`src/rtl/vdc_consts.vh`:
```
// Constants for the two-channel video DMA addressing block.
// Included by the design files; holds definitions only.
`ifndef VDC_CONSTS_VH
`define VDC_CONSTS_VH
`define VDC_OFS_C1_ODD 6'h00
`define VDC_OFS_C1_EVEN 6'h04
`define VDC_OFS_C1_GUARD 6'h08
`define VDC_OFS_C1_STRIDE 6'h0c
`define VDC_OFS_C1_XLAT 6'h10
`define VDC_OFS_C1_SIZE 6'h14
`define VDC_OFS_C2_ODD 6'h18
`define VDC_OFS_C2_EVEN 6'h1c
`define VDC_OFS_C2_GUARD 6'h20
`define VDC_OFS_C2_STRIDE 6'h24
`define VDC_OFS_C2_XLAT 6'h28
`define VDC_REG_RESET 32'h0000_0000
`define VDC_GUARD_MASK 32'hffff_fffc
`define VDC_XLAT_MASK_C1 32'hffff_f8fb
`define VDC_XLAT_MASK_C2 32'hffff_f8ff
`define VDC_SIZE_MASK 32'h0fff_0fff
`define VDC_TBASE_HI 31
`define VDC_TBASE_LO 12
`define VDC_ME_BIT 11
`define VDC_LIM_HI 7
`define VDC_LIM_LO 4
`define VDC_PV_BIT 3
`define VDC_DIR_BIT 2
`define VDC_SWAP_HI 1
`define VDC_SWAP_LO 0
`define VDC_LINES_HI 27
`define VDC_LINES_LO 16
`define VDC_PIX_HI 11
`define VDC_PIX_LO 0
`define VDC_SWAP_NONE 2'h0
`define VDC_SWAP_HALF 2'h1
`define VDC_SWAP_FULL 2'h2
`define VDC_LIM_BASE 5'h0a
`endif

```
`src/rtl/vdc_chan_addr.v`:
```
// One channel's line address generator, guard compare, range event and byte swap.
// Assumes a start pulse per field and a step pulse per line/dword from the mover.
`timescale 1ns/100ps
`include "vdc_consts.vh"
module vdc_chan_addr #(
   parameter AW = 32
) (
   input wire mclk,
   input wire reset_n,
   input wire field_start,
   input wire field_odd,
   input wire line_next,
   input wire [AW-1:0] odd_start,
   input wire [AW-1:0] even_start,
   input wire [AW-1:0] stride,
   input wire [AW-1:0] guard,
   input wire [AW-1:0] xlat_ctrl,
   input wire [31:0] data_in,
   output reg [AW-1:0] line_addr_r,
   output reg [31:0] data_out_r,
   output reg translate_r,
   output reg [19:0] table_base_r,
   output reg range_event_r,
   output reg guard_hit_r,
   output reg guard_mode_r
);
   reg [AW-1:0] line_addr_nxt;
   wire [4:0] lim_shift;
   wire [1:0] swap;
   assign lim_shift = {1'b0, xlat_ctrl[`VDC_LIM_HI:`VDC_LIM_LO]} + `VDC_LIM_BASE;
   assign swap = xlat_ctrl[`VDC_SWAP_HI:`VDC_SWAP_LO];

   function [31:0] reorder;
      input [31:0] d;
      input [1:0] mode;
      begin
         case (mode)
            `VDC_SWAP_HALF: reorder = {d[23:16], d[31:24], d[7:0], d[15:8]};
            `VDC_SWAP_FULL: reorder = {d[7:0], d[15:8], d[23:16], d[31:24]};
            default: reorder = d;
         endcase
      end
   endfunction

   always @* begin
      line_addr_nxt = line_addr_r;
      if (field_start)
         line_addr_nxt = field_odd ? odd_start : even_start;
      else if (line_next)
         line_addr_nxt = line_addr_r + stride;
   end

   always @(posedge mclk or negedge reset_n) begin
      if (!reset_n) begin
         line_addr_r <= `VDC_REG_RESET;
         data_out_r <= `VDC_REG_RESET;
         translate_r <= 1'b0;
         table_base_r <= 20'h00000;
         range_event_r <= 1'b0;
         guard_hit_r <= 1'b0;
         guard_mode_r <= 1'b0;
      end else begin
         line_addr_r <= line_addr_nxt;
         // Reserved swap code passes data unchanged
         data_out_r <= reorder(data_in, swap);
         translate_r <= xlat_ctrl[`VDC_ME_BIT];
         table_base_r <= xlat_ctrl[`VDC_TBASE_HI:`VDC_TBASE_LO];
         // Boundary passed when a bit at or above the range size flips
         // A step in a start cycle is ignored, so it cannot cross a boundary
         range_event_r <= line_next && !field_start &&
            (((line_addr_r ^ line_addr_nxt) >> lim_shift) != {AW{1'b0}});
         guard_hit_r <= (line_next || field_start) &&
            ((line_addr_nxt & `VDC_GUARD_MASK) == (guard & `VDC_GUARD_MASK));
         guard_mode_r <= xlat_ctrl[`VDC_PV_BIT];
      end
   end
endmodule

```
`src/rtl/vdc_video_dma.v`:
```
// Register set and addressing for two video DMA channels on the PCI clock.
// Assumes a PCI target front end decoding the base address and giving offset strobes.
`timescale 1ns/100ps
`include "vdc_consts.vh"
// Notes on behaviour
// Each channel holds odd and even field start addresses and picks by field parity.
// On channel 1 a negative stride makes the start the lower left pixel, lines descend.
// On channel 2 vertical flip makes the start the lower left pixel.
// Each next line address is the previous plus the signed 32-bit stride.
// Bits 31 to 12 of the control register hold the 4 KB aligned page table base.
// Bit 11 enables address translation; clear means unmapped addresses.
// Bits 7 to 4 size a range whose boundary crossing raises an event.
// Bits 1 and 0 select no swap, halfword swap, full reversal, or reserved.
// Channel 1 bits 27 to 16 count lines per field; further lines are discarded.
// Channel 1 bits 11 to 0 count pixels per line; further pixels are discarded.
// Guard address sits in bits 31 to 2 and bit 3 picks the violation handling.
// Channel 1 only writes into memory and never reads.
// Channel 2 bit 2 selects write to memory at 0 and read from memory at 1.
// The host reaches registers as a PCI target at base plus offset.
// Each transfer address is compared with the dword aligned guard address.
module vdc_video_dma #(
   parameter AW = 32,
   parameter CW = 12
) (
   input wire mclk,
   input wire reset_n,
   input wire reg_wr,
   input wire reg_rd,
   input wire [5:0] reg_offset,
   input wire [3:0] reg_be,
   input wire [31:0] reg_wdata,
   output reg [31:0] reg_rdata_r,
   output reg reg_ack_r,
   input wire ch1_field_start,
   input wire ch1_field_odd,
   input wire ch1_line_next,
   input wire ch1_pixel_valid,
   input wire ch1_line_end,
   input wire [31:0] ch1_data_in,
   output wire ch1_pixel_keep,
   output wire [AW-1:0] ch1_line_addr,
   output wire [31:0] ch1_data_out,
   output wire ch1_translate,
   output wire [19:0] ch1_page_base,
   output wire ch1_range_event,
   output wire ch1_guard_hit,
   output wire ch1_guard_mode,
   output wire ch1_mem_read,
   input wire ch2_field_start,
   input wire ch2_field_odd,
   input wire ch2_line_next,
   input wire ch2_vflip,
   input wire [31:0] ch2_data_in,
   output wire [AW-1:0] ch2_line_addr,
   output wire [31:0] ch2_data_out,
   output wire ch2_translate,
   output wire [19:0] ch2_page_base,
   output wire ch2_range_event,
   output wire ch2_guard_hit,
   output wire ch2_guard_mode,
   output wire ch2_mem_read
);
   reg [31:0] ch1_odd_field_start_r;
   reg [31:0] ch1_even_field_start_r;
   reg [31:0] ch1_guard_address_r;
   reg [31:0] ch1_line_stride_r;
   reg [31:0] ch1_translation_control_r;
   reg [31:0] ch1_field_size_r;
   reg [31:0] ch2_odd_field_start_r;
   reg [31:0] ch2_even_field_start_r;
   reg [31:0] ch2_guard_address_r;
   reg [31:0] ch2_line_stride_r;
   reg [31:0] ch2_translation_control_r;
   reg [CW-1:0] ch1_line_cnt_r;
   reg [CW-1:0] ch1_pix_cnt_r;
   reg ch1_line_full_r;
   reg ch1_pix_full_r;
   reg [31:0] rdata_nxt;
   wire [31:0] ch2_stride_eff;
   wire [CW-1:0] ch1_lines_per_field;
   wire [CW-1:0] ch1_pixels_per_line;

   // Byte-lane merge keeping only writable bits
   function [31:0] merge;
      input [31:0] old;
      input [31:0] wd;
      input [3:0] be;
      input [31:0] mask;
      reg [31:0] lanes;
      begin
         lanes = {{8{be[3]}}, {8{be[2]}}, {8{be[1]}}, {8{be[0]}}} & mask;
         merge = (old & ~lanes) | (wd & lanes);
      end
   endfunction

   always @(posedge mclk or negedge reset_n) begin
      if (!reset_n) begin
         ch1_odd_field_start_r <= `VDC_REG_RESET;
         ch1_even_field_start_r <= `VDC_REG_RESET;
         ch1_guard_address_r <= `VDC_REG_RESET;
         ch1_line_stride_r <= `VDC_REG_RESET;
         ch1_translation_control_r <= `VDC_REG_RESET;
         ch1_field_size_r <= `VDC_REG_RESET;
         ch2_odd_field_start_r <= `VDC_REG_RESET;
         ch2_even_field_start_r <= `VDC_REG_RESET;
         ch2_guard_address_r <= `VDC_REG_RESET;
         ch2_line_stride_r <= `VDC_REG_RESET;
         ch2_translation_control_r <= `VDC_REG_RESET;
      end else if (reg_wr) begin
         case (reg_offset)
            `VDC_OFS_C1_ODD: ch1_odd_field_start_r <=
               merge(ch1_odd_field_start_r, reg_wdata, reg_be, 32'hffff_ffff);
            `VDC_OFS_C1_EVEN: ch1_even_field_start_r <=
               merge(ch1_even_field_start_r, reg_wdata, reg_be, 32'hffff_ffff);
            `VDC_OFS_C1_GUARD: ch1_guard_address_r <=
               merge(ch1_guard_address_r, reg_wdata, reg_be, `VDC_GUARD_MASK);
            `VDC_OFS_C1_STRIDE: ch1_line_stride_r <=
               merge(ch1_line_stride_r, reg_wdata, reg_be, 32'hffff_ffff);
            // Bit 2 stays zero: channel 1 has no read direction
            `VDC_OFS_C1_XLAT: ch1_translation_control_r <=
               merge(ch1_translation_control_r, reg_wdata, reg_be, `VDC_XLAT_MASK_C1);
            `VDC_OFS_C1_SIZE: ch1_field_size_r <=
               merge(ch1_field_size_r, reg_wdata, reg_be, `VDC_SIZE_MASK);
            `VDC_OFS_C2_ODD: ch2_odd_field_start_r <=
               merge(ch2_odd_field_start_r, reg_wdata, reg_be, 32'hffff_ffff);
            `VDC_OFS_C2_EVEN: ch2_even_field_start_r <=
               merge(ch2_even_field_start_r, reg_wdata, reg_be, 32'hffff_ffff);
            `VDC_OFS_C2_GUARD: ch2_guard_address_r <=
               merge(ch2_guard_address_r, reg_wdata, reg_be, `VDC_GUARD_MASK);
            `VDC_OFS_C2_STRIDE: ch2_line_stride_r <=
               merge(ch2_line_stride_r, reg_wdata, reg_be, 32'hffff_ffff);
            `VDC_OFS_C2_XLAT: ch2_translation_control_r <=
               merge(ch2_translation_control_r, reg_wdata, reg_be, `VDC_XLAT_MASK_C2);
            default: ;
         endcase
      end
   end

   always @* begin
      case (reg_offset)
         `VDC_OFS_C1_ODD: rdata_nxt = ch1_odd_field_start_r;
         `VDC_OFS_C1_EVEN: rdata_nxt = ch1_even_field_start_r;
         `VDC_OFS_C1_GUARD: rdata_nxt = ch1_guard_address_r;
         `VDC_OFS_C1_STRIDE: rdata_nxt = ch1_line_stride_r;
         `VDC_OFS_C1_XLAT: rdata_nxt = ch1_translation_control_r;
         `VDC_OFS_C1_SIZE: rdata_nxt = ch1_field_size_r;
         `VDC_OFS_C2_ODD: rdata_nxt = ch2_odd_field_start_r;
         `VDC_OFS_C2_EVEN: rdata_nxt = ch2_even_field_start_r;
         `VDC_OFS_C2_GUARD: rdata_nxt = ch2_guard_address_r;
         `VDC_OFS_C2_STRIDE: rdata_nxt = ch2_line_stride_r;
         `VDC_OFS_C2_XLAT: rdata_nxt = ch2_translation_control_r;
         default: rdata_nxt = `VDC_REG_RESET;
      endcase
   end

   always @(posedge mclk or negedge reset_n) begin
      if (!reset_n) begin
         reg_rdata_r <= `VDC_REG_RESET;
         reg_ack_r <= 1'b0;
      end else begin
         reg_ack_r <= reg_wr | reg_rd;
         if (reg_rd)
            reg_rdata_r <= rdata_nxt;
      end
   end

   // Cut-off counters at the scaler input for channel 1
   assign ch1_lines_per_field = ch1_field_size_r[`VDC_LINES_HI:`VDC_LINES_LO];
   assign ch1_pixels_per_line = ch1_field_size_r[`VDC_PIX_HI:`VDC_PIX_LO];
   assign ch1_pixel_keep = ch1_pixel_valid && !ch1_line_full_r && !ch1_pix_full_r;

   always @(posedge mclk or negedge reset_n) begin
      if (!reset_n) begin
         ch1_line_cnt_r <= {CW{1'b0}};
         ch1_pix_cnt_r <= {CW{1'b0}};
         ch1_line_full_r <= 1'b0;
         ch1_pix_full_r <= 1'b0;
      end else begin
         if (ch1_field_start) begin
            ch1_line_cnt_r <= {CW{1'b0}};
            ch1_line_full_r <= (ch1_lines_per_field == {CW{1'b0}});
         end else if (ch1_line_end && !ch1_line_full_r) begin
            ch1_line_cnt_r <= ch1_line_cnt_r + 1'b1;
            ch1_line_full_r <= (ch1_line_cnt_r + 1'b1 == ch1_lines_per_field);
         end
         if (ch1_field_start || ch1_line_end) begin
            ch1_pix_cnt_r <= {CW{1'b0}};
            ch1_pix_full_r <= (ch1_pixels_per_line == {CW{1'b0}});
         end else if (ch1_pixel_keep) begin
            ch1_pix_cnt_r <= ch1_pix_cnt_r + 1'b1;
            ch1_pix_full_r <= (ch1_pix_cnt_r + 1'b1 == ch1_pixels_per_line);
         end
      end
   end

   // Vertical flip negates the stored stride so lines descend; start is then the lower left pixel
   assign ch2_stride_eff = ch2_vflip ? (~ch2_line_stride_r + 32'h0000_0001)
                                     : ch2_line_stride_r;
   assign ch1_mem_read = 1'b0;
   assign ch2_mem_read = ch2_translation_control_r[`VDC_DIR_BIT];

   vdc_chan_addr #(.AW(AW)) u_ch1 (
      .mclk(mclk),
      .reset_n(reset_n),
      .field_start(ch1_field_start),
      .field_odd(ch1_field_odd),
      .line_next(ch1_line_next),
      .odd_start(ch1_odd_field_start_r),
      .even_start(ch1_even_field_start_r),
      .stride(ch1_line_stride_r),
      .guard(ch1_guard_address_r),
      .xlat_ctrl(ch1_translation_control_r),
      .data_in(ch1_data_in),
      .line_addr_r(ch1_line_addr),
      .data_out_r(ch1_data_out),
      .translate_r(ch1_translate),
      .table_base_r(ch1_page_base),
      .range_event_r(ch1_range_event),
      .guard_hit_r(ch1_guard_hit),
      .guard_mode_r(ch1_guard_mode)
   );

   vdc_chan_addr #(.AW(AW)) u_ch2 (
      .mclk(mclk),
      .reset_n(reset_n),
      .field_start(ch2_field_start),
      .field_odd(ch2_field_odd),
      .line_next(ch2_line_next),
      .odd_start(ch2_odd_field_start_r),
      .even_start(ch2_even_field_start_r),
      .stride(ch2_stride_eff),
      .guard(ch2_guard_address_r),
      .xlat_ctrl(ch2_translation_control_r),
      .data_in(ch2_data_in),
      .line_addr_r(ch2_line_addr),
      .data_out_r(ch2_data_out),
      .translate_r(ch2_translate),
      .table_base_r(ch2_page_base),
      .range_event_r(ch2_range_event),
      .guard_hit_r(ch2_guard_hit),
      .guard_mode_r(ch2_guard_mode)
   );
endmodule

```
`config.mk`:
```
export PLATFORM = sky130hd
export DESIGN_NAME = vdc_video_dma
export DESIGN_NICKNAME = d
export VERILOG_FILES = /design/src/rtl/vdc_chan_addr.v /design/src/rtl/vdc_video_dma.v
export VERILOG_INCLUDE_DIRS = /design/src /design/src/rtl
export SDC_FILE = /design/constraint.sdc
export NUM_CORES = 1
export LEC_CHECK = 0
export BUFFER_PORTS_ARGS = -buffer_cell sky130_fd_sc_hd__buf_2
export CORE_AREA = 4 4 242 244
export CTS_BUF_LIST = sky130_fd_sc_hd__clkbuf_4 sky130_fd_sc_hd__clkbuf_8
export DETAILED_ROUTE_END_ITERATION = 10
export DIE_AREA = 0 0 246 248
export GPL_TIMING_DRIVEN = 0
export PLACE_DENSITY = 0.84
export SLEW_MARGIN = 20
export SYNTH_ARGS = -nofsm -noshare
export SYNTH_HDL_FRONTEND = slang
export SYNTH_HIERARCHICAL = 1
export SYNTH_SLANG_ARGS = --single-unit
```
`constraint.sdc`:
```
create_clock -name mclk -period 8.5 [get_ports mclk]
set_input_delay 1.7 -clock mclk [delete_from_list [all_inputs] [get_ports mclk]]
set_output_delay 1.7 -clock mclk [all_outputs]
set_load 0.02 [all_outputs]
```
# [Yosys cells after proc, flatten, opt, wreduce, memory -nomap -nowiden]
# Index checks and enable logic that the tools add are counted.
# Widths: inputs -> output; s select.
[op_classes] bitwise_logic=36 muxes=18 eq_ne=18 n_reduce_logical=34 n_addsub=7 shift=2
[op_table] op="$and 32x32->32" count=15
[op_table] op="$or 32x32->32" count=11
[op_table] op="$pmux 32 s11" count=1
[op_table] op="$mux 32" count=7
[op_table] op="$not 32->32" count=5
[op_table] op="$pmux 32 s2" count=2
[op_table] op="$add 32x32->32" count=2
[op_table] op="$reduce_bool 32->1" count=2
[op_table] op="$shr 32x5->32" count=2
[op_table] op="$xor 32x32->32" count=2
[op_table] op="$eq 30x30->1" count=2
[op_table] op="$mux 12" count=4
[op_table] op="$add 32x1->32 const B" count=1
[op_table] op="$and 32x28->32" count=1
[op_table] op="$not 28->32" count=1
[op_table] op="$add 12x1->12 const B" count=2
[op_table] op="$eq 12x12->1" count=2
[op_table] op="$eq 6x5->1 const B" count=4
[op_table] op="$logic_not 12->1" count=2
[op_table] op="$reduce_and 2->1" count=11
[op_table] op="$eq 6x6->1 const B" count=3
[op_table] op="$eq 6x4->1 const B" count=2
[op_table] op="$add 4x4->5 const B" count=2
[op_table] op="$logic_and 1x1->1" count=9
[op_table] op="9 further kinds" count=20
[word_totals] elab_cells=146 inputBits=119 reg_bits=587

# [Longest topological paths before layout]
[depth] ltp_word=10 mapped_depth=22 ltp_nobuf=20

# [Cells and area by module]
# Netlist, hierarchy kept.
[modules_own_cells] mod="vdc_video_dma" seq_area_each_um2=9809.4 n_inst=1 cells_per_inst=1514 area_per_inst_um2=18403.9
[modules_own_cells] mod="vdc_chan_addr at u_ch1" seq_area_each_um2=2202.1 n_inst=1 cells_per_inst=926 area_per_inst_um2=7895.1
[modules_own_cells] mod="vdc_chan_addr at u_ch2" seq_area_each_um2=2202.1 n_inst=1 cells_per_inst=842 area_per_inst_um2=7287.0

# [Worst setup path before layout]
# OpenSTA, ideal clock, no wires.
[synth_timing] kind="in2reg" start="input port ch2_vflip" end="register u_ch2.range_event_r" required_ns=8.354 path_slack_ns=3.285 arrival_ns=5.069 path_stages=16 path_buffers=1 cell_sequence="buf_1 o41ai_1 xnor2_1 ha_1 and3_1 nand3_1 a21oi_2 or4b_1 nand3_1 mux2_2 mux2_2 o22ai_1 a32oi_1 a2111o_1 nand2_1 a41oi_2"
[synth_between] elab_chain_len=8
[synth_lines] element="from (decl)" line_no="vdc_video_dma.v:52" rtl="input wire ch2_vflip,"
[synth_lines] element="$mux 32" line_no="vdc_video_dma.v:197" rtl="assign ch2_stride_eff = ch2_vflip ? (~ch2_line_stride_r + 32'h0000_0001)"
[synth_lines] element="net ch2_stride_eff[6]" line_no="vdc_video_dma.v:79" rtl="wire [31:0] ch2_stride_eff;"
[synth_lines] element="$add 32x32->32" line_no="vdc_chan_addr.v:50" rtl="line_addr_nxt = line_addr_r + stride;"
[synth_lines] element="$mux 32" line_no="vdc_chan_addr.v:49" rtl="else if (line_next)"
[synth_lines] element="$mux 32" line_no="vdc_chan_addr.v:47" rtl="if (field_start)"
[synth_lines] element="$xor 32x32->32" line_no="vdc_chan_addr.v:71" rtl="(((line_addr_r ^ line_addr_nxt) >> lim_shift) != {AW{1'b0}});"
[synth_lines] element="$shr 32x5->32" line_no="vdc_chan_addr.v:71"
[synth_lines] element="$reduce_bool 32->1" line_no="vdc_chan_addr.v:71"
[synth_lines] element="$logic_and 1x1->1" line_no="vdc_chan_addr.v:70" rtl="range_event_r <= line_next && !field_start &&"
[synth_lines] element="to (signal assigned)" line_no="vdc_chan_addr.v:70"
[synth_lines] element="to (decl)" line_no="vdc_chan_addr.v:23" rtl="output reg range_event_r,"
# The timed path passes the listed nets, and every way through them passes these cells.
# A chain may end at the register's enable or synchronous reset.

==> results.rst <==
.. list-table::
   :header-rows: 1

   * - Metric
     - Value
   * - Status
     - finished clean
   * - Clock buffer count from CTS
     - 97
   * - CP Cell Sequence
     - or4_4 -> nor3_1 -> nand2_1 -> o41ai_1 -> xnor2_1 -> ha_1 -> a21oi_1 -> o21ai_0 -> a221oi_1 -> mux2i_1 -> o221ai_1 -> a21oi_1 -> xor2_1 -> nor4_1 -> nand4_1 -> nor4_1
   * - Switching power summed over all nets
     - 3.10 mW
   * - Largest net degree at the start of global routing
     - 102
   * - Number of instances in the synthesized netlist
     - 3282
   * - Required time reported for the critical path endpoint
     - 9.05 ns
   * - DRT Wirelength
     - 128 mm
   * - Number of global-route vias before repair
     - 29700
   * - Width of the chip
     - 246 µm
   * - Rows
     - 87
   * - Ratio of routed vias to standard cells
     - 6.92
   * - Arrival time of data at the critical path endpoint
     - 7.29 ns
   * - Most common cell after layout, fill and taps aside
     - dfrtp_1
   * - Fraction of layout instances using a drive strength above 1
     - 25.8%
   * - Portion of synthesized cell area occupied by the leading cell type
     - 42.3%
   * - Post-Syn Nets
     - 3473
   * - Power density cells
     - 223 nW/µm²
   * - Crit path kind
     - flop to flop
   * - Flip-flop cell with the highest count after synthesis
     - dfrtp_1
   * - NumNets Final
     - 3894
   * - Global-route wire length before repair
     - 186 mm
   * - Number of antenna violations at the first check in global routing
     - 12
   * - Detailed-routing iteration count for the pre-antenna-repair pass
     - 9
   * - Sequential share of the synthesized area
     - 42.3%
   * - Cell at the root of the clock tree
     - clkbuf_8
   * - Io pins
     - 331
   * - Clk slew on worst S/H paths
     - 0.06 ns
   * - HP Class
     - flop to flop
   * - Worst hold-check slack
     - 0.422 ns
   * - Post-synth EDFFs
     - 0
   * - Relative contribution of sequential cells to total power
     - 37.9%
   * - Final hold viol count
     - 0
   * - Commonest non-fill, non-tap cells in the layout
     - dfrtp_1 (568), buf_2 (359), mux2_2 (350)
   * - Part of the total power dissipated in the clock network
     - 33.1%
   * - Synth Cell Area
     - 33600 µm²
   * - Final antenna-violating net count
     - 0
   * - Unrepaired setup endpoints after global routing
     - no
   * - HPWL after DPL
     - 96.6 mm
   * - Routed vias
     - 31500
   * - Initial core utilization
     - 59.7%
   * - Number of levels the H-tree was split into
     - 3
   * - Final setup TNS
     - 0 ns
   * - Post-Route Skew
     - 0.0523 ns
   * - Final design instance area without fill
     - 38600 µm²
   * - Insertion delay to the later sink of the worst-skew pair
     - 0.73 ns
   * - Area of the core region
     - 56300 µm²
   * - Cts hold-fix bufs
     - 0
   * - Area after detailed placement
     - 36300 µm²
   * - Worst Setup End Kind
     - flop
   * - Worst Max-Slew Pin Slew
     - 1.18 ns
   * - Cell type contributing the most total cell area after synthesis
     - dfrtp_1
   * - Peak supply drop
     - 151 µV
   * - DRT iter0 DRCs
     - 4463
   * - Count of clock tree sinks
     - 568
   * - Leakage power
     - 18.1 nW
   * - Total track usage
     - 40.4%
   * - Remaining global-route overflow
     - 0
   * - Register-to-register path setup slack
     - 1.76 ns
   * - Synth-to-layout area growth
     - 14.9%
   * - Slowest CP cell
     - nor3_1
   * - Net switching fraction of the power
     - 36.1%
   * - Internal power of the cells
     - 5.50 mW
   * - Flop and latch count out of synthesis
     - 568
   * - Combinational power share
     - 28.9%
   * - Final max-slew violation count
     - 0
   * - Share of the clock period used by the worst path
     - 79.3%
   * - Buffers and inverters on the worst path
     - 0
   * - CP startpoint kind
     - flop
   * - Async set-or-reset flop fraction in the synthesized netlist
     - 100%
   * - Worst slew margin relative to its limit
     - 21.5%
   * - TritonCTS clock tree
     - yes
   * - Setup repair bufs after CTS
     - 0
   * - Post-route worst setup slack
     - 1.76 ns
   * - # Max-Cap Violations
     - 0
   * - Post-layout min period
     - 6.74 ns
   * - Worst setup timing slack at the placement stage
     - 1.85 ns
   * - Resize count post-CTS
     - 0
   * - Clock tree buffer depth
     - 3
   * - Average footprint of a synthesized cell
     - 10.2 µm²
   * - Routability Congestion
     - 1.02
   * - Number of buffers inserted by port buffering
     - 315
   * - Count of endpoints failing setup in the final report
     - 0
   * - Detailed-route wire length per cell
     - 28.1 µm
   * - Die outline height
     - 248 µm
   * - Full die area
     - 61000 µm²
   * - Slowest Stage Delay on Critical Path
     - 0.61 ns
   * - Largest driver fanout on the critical path
     - 6
   * - Final routed DRC violation total
     - 0
   * - Number of distinct library cell variants in the gate-level netlist after synthesis
     - 120
   * - Highest clock frequency the design can meet
     - 148 MHz
   * - Top cells by area, synth
     - dfrtp_1 (42%), mux2_2 (12%), a22oi_1 (4.2%)
   * - CP delay by family, top
     - simple AND/OR/NAND/NOR gates
   * - Warning count from the yosys run
     - 6
[power groups by stage]
stage / Sequential, mW / Clock [mW] / Combinational (mW)
after floorplan: 3.31 / 0 / 1.52
after global placement: 3.29 / 0 / 2.36
after detailed placement: 3.29 / 0 / 2.39
after CTS: 3.25 / 2.84 / 2.41
after global routing: 3.27 / 2.97 / 2.64
final: 3.26 / 2.85 / 2.49
[cell usage after synthesis, drive strengths merged, types with 9 or more instances]
master,n
a2111oi,20
a211oi,60
a21o,28
a21oi,148
a221oi,20
a22o,22
a22oi,190
a311oi,9
a31oi,21
and2,42
and3,51
and4,14
buf,70
clkbuf,159
dfrtp,568
ha,70
inv,81
mux2,351
mux2i,83
nand2,258
nand2b,17
nand3,70
nand4,43
nor2,100
nor2b,39
nor3,42
nor3b,9
nor4,31
o211ai,25
o21a,20
o21ai,171
o22ai,27
o31ai,27
or2,9
or3,29
or4,12
xnor2,144
xor2,82
[through the flow]
stage	util (%)	cells	total power, mW
floorplan	-	3282	4.83
global placement	64.2	4353	5.65
detailed placement	64.5	4360	5.68
CTS	68.5	4541	8.49
global route	68.6	4547	8.89
finish	68.6	4552	8.60
[worst reg2reg max path, stage by stage (launching register included)]
cell and delay [ns]:
dfrtp_1 0.49, or4_4 0.55, nor3_1 0.61, nand2_1 0.30, o41ai_1 0.37, xnor2_1 0.27
ha_1 0.39, a21oi_1 0.29, o21ai_0 0.29, a221oi_1 0.54, mux2i_1 0.26, o221ai_1 0.14
a21oi_1 0.44, xor2_1 0.27, nor4_1 0.61, nand4_1 0.17, nor4_1 0.56
[final timing paths]
| check | startpoint | endpoint | cells past startpoint |
|---|---|---|---|
| worst max-delay path | flop | u_ch2/guard_hit_r | 16 |
| worst min-delay path | flop | u_ch2/table_base_r[11] | 0 |
| worst max register to register | flop | u_ch2/guard_hit_r | 16 |
| worst min register to register | flop | u_ch2/table_base_r[11] | 0 |
| max in group asynchronous | reset_n | u_ch1/line_addr_r[23] | 5 |
| min in group asynchronous | reset_n | u_ch1/data_out_r[29] | 1 |
[layer usage]
layer | up-vias | GRT usage (%) | share of wire [%]
met4 | 6 | 22.8 | 7.0
li1 | 13100 | - | -
met3 | 611 | 12.6 | 14
met5 | - | 0 | 0.034
met2 | 2574 | 60.5 | 43
met1 | 15200 | 52.4 | 37
[area by class of cell]
| cell class | count | area [µm²] |
|---|---|---|
| Multi-Input combinational cell | 2403 | 18200 |
| Fill cell | 4199 | 17700 |
| Sequential cell | 568 | 14200 |
| Clock buffer | 153 | 1960 |
| Timing Repair Buffer | 322 | 1760 |
| Tap cell | 756 | 946 |
| Buffer | 229 | 932 |
| Inverter | 82 | 308 |
| Clock inverter | 28 | 294 |
| Antenna cell | 11 | 27.5 |
[cell families (layout without fill, tap and decap cells)]
kind of cell,Yosys count,after routing,share of synthesized area [%]
compound gates,876,876,18.4
simple gates,785,785,12.1
flops,568,568,42.3
mux,437,437,14.5
buf+inv,311,814,3.69
xor+xnor,232,232,6.30
fa+ha+maj,72,72,2.73
other cells,1,12,0.0112
(Power assumes the default switching activity.)
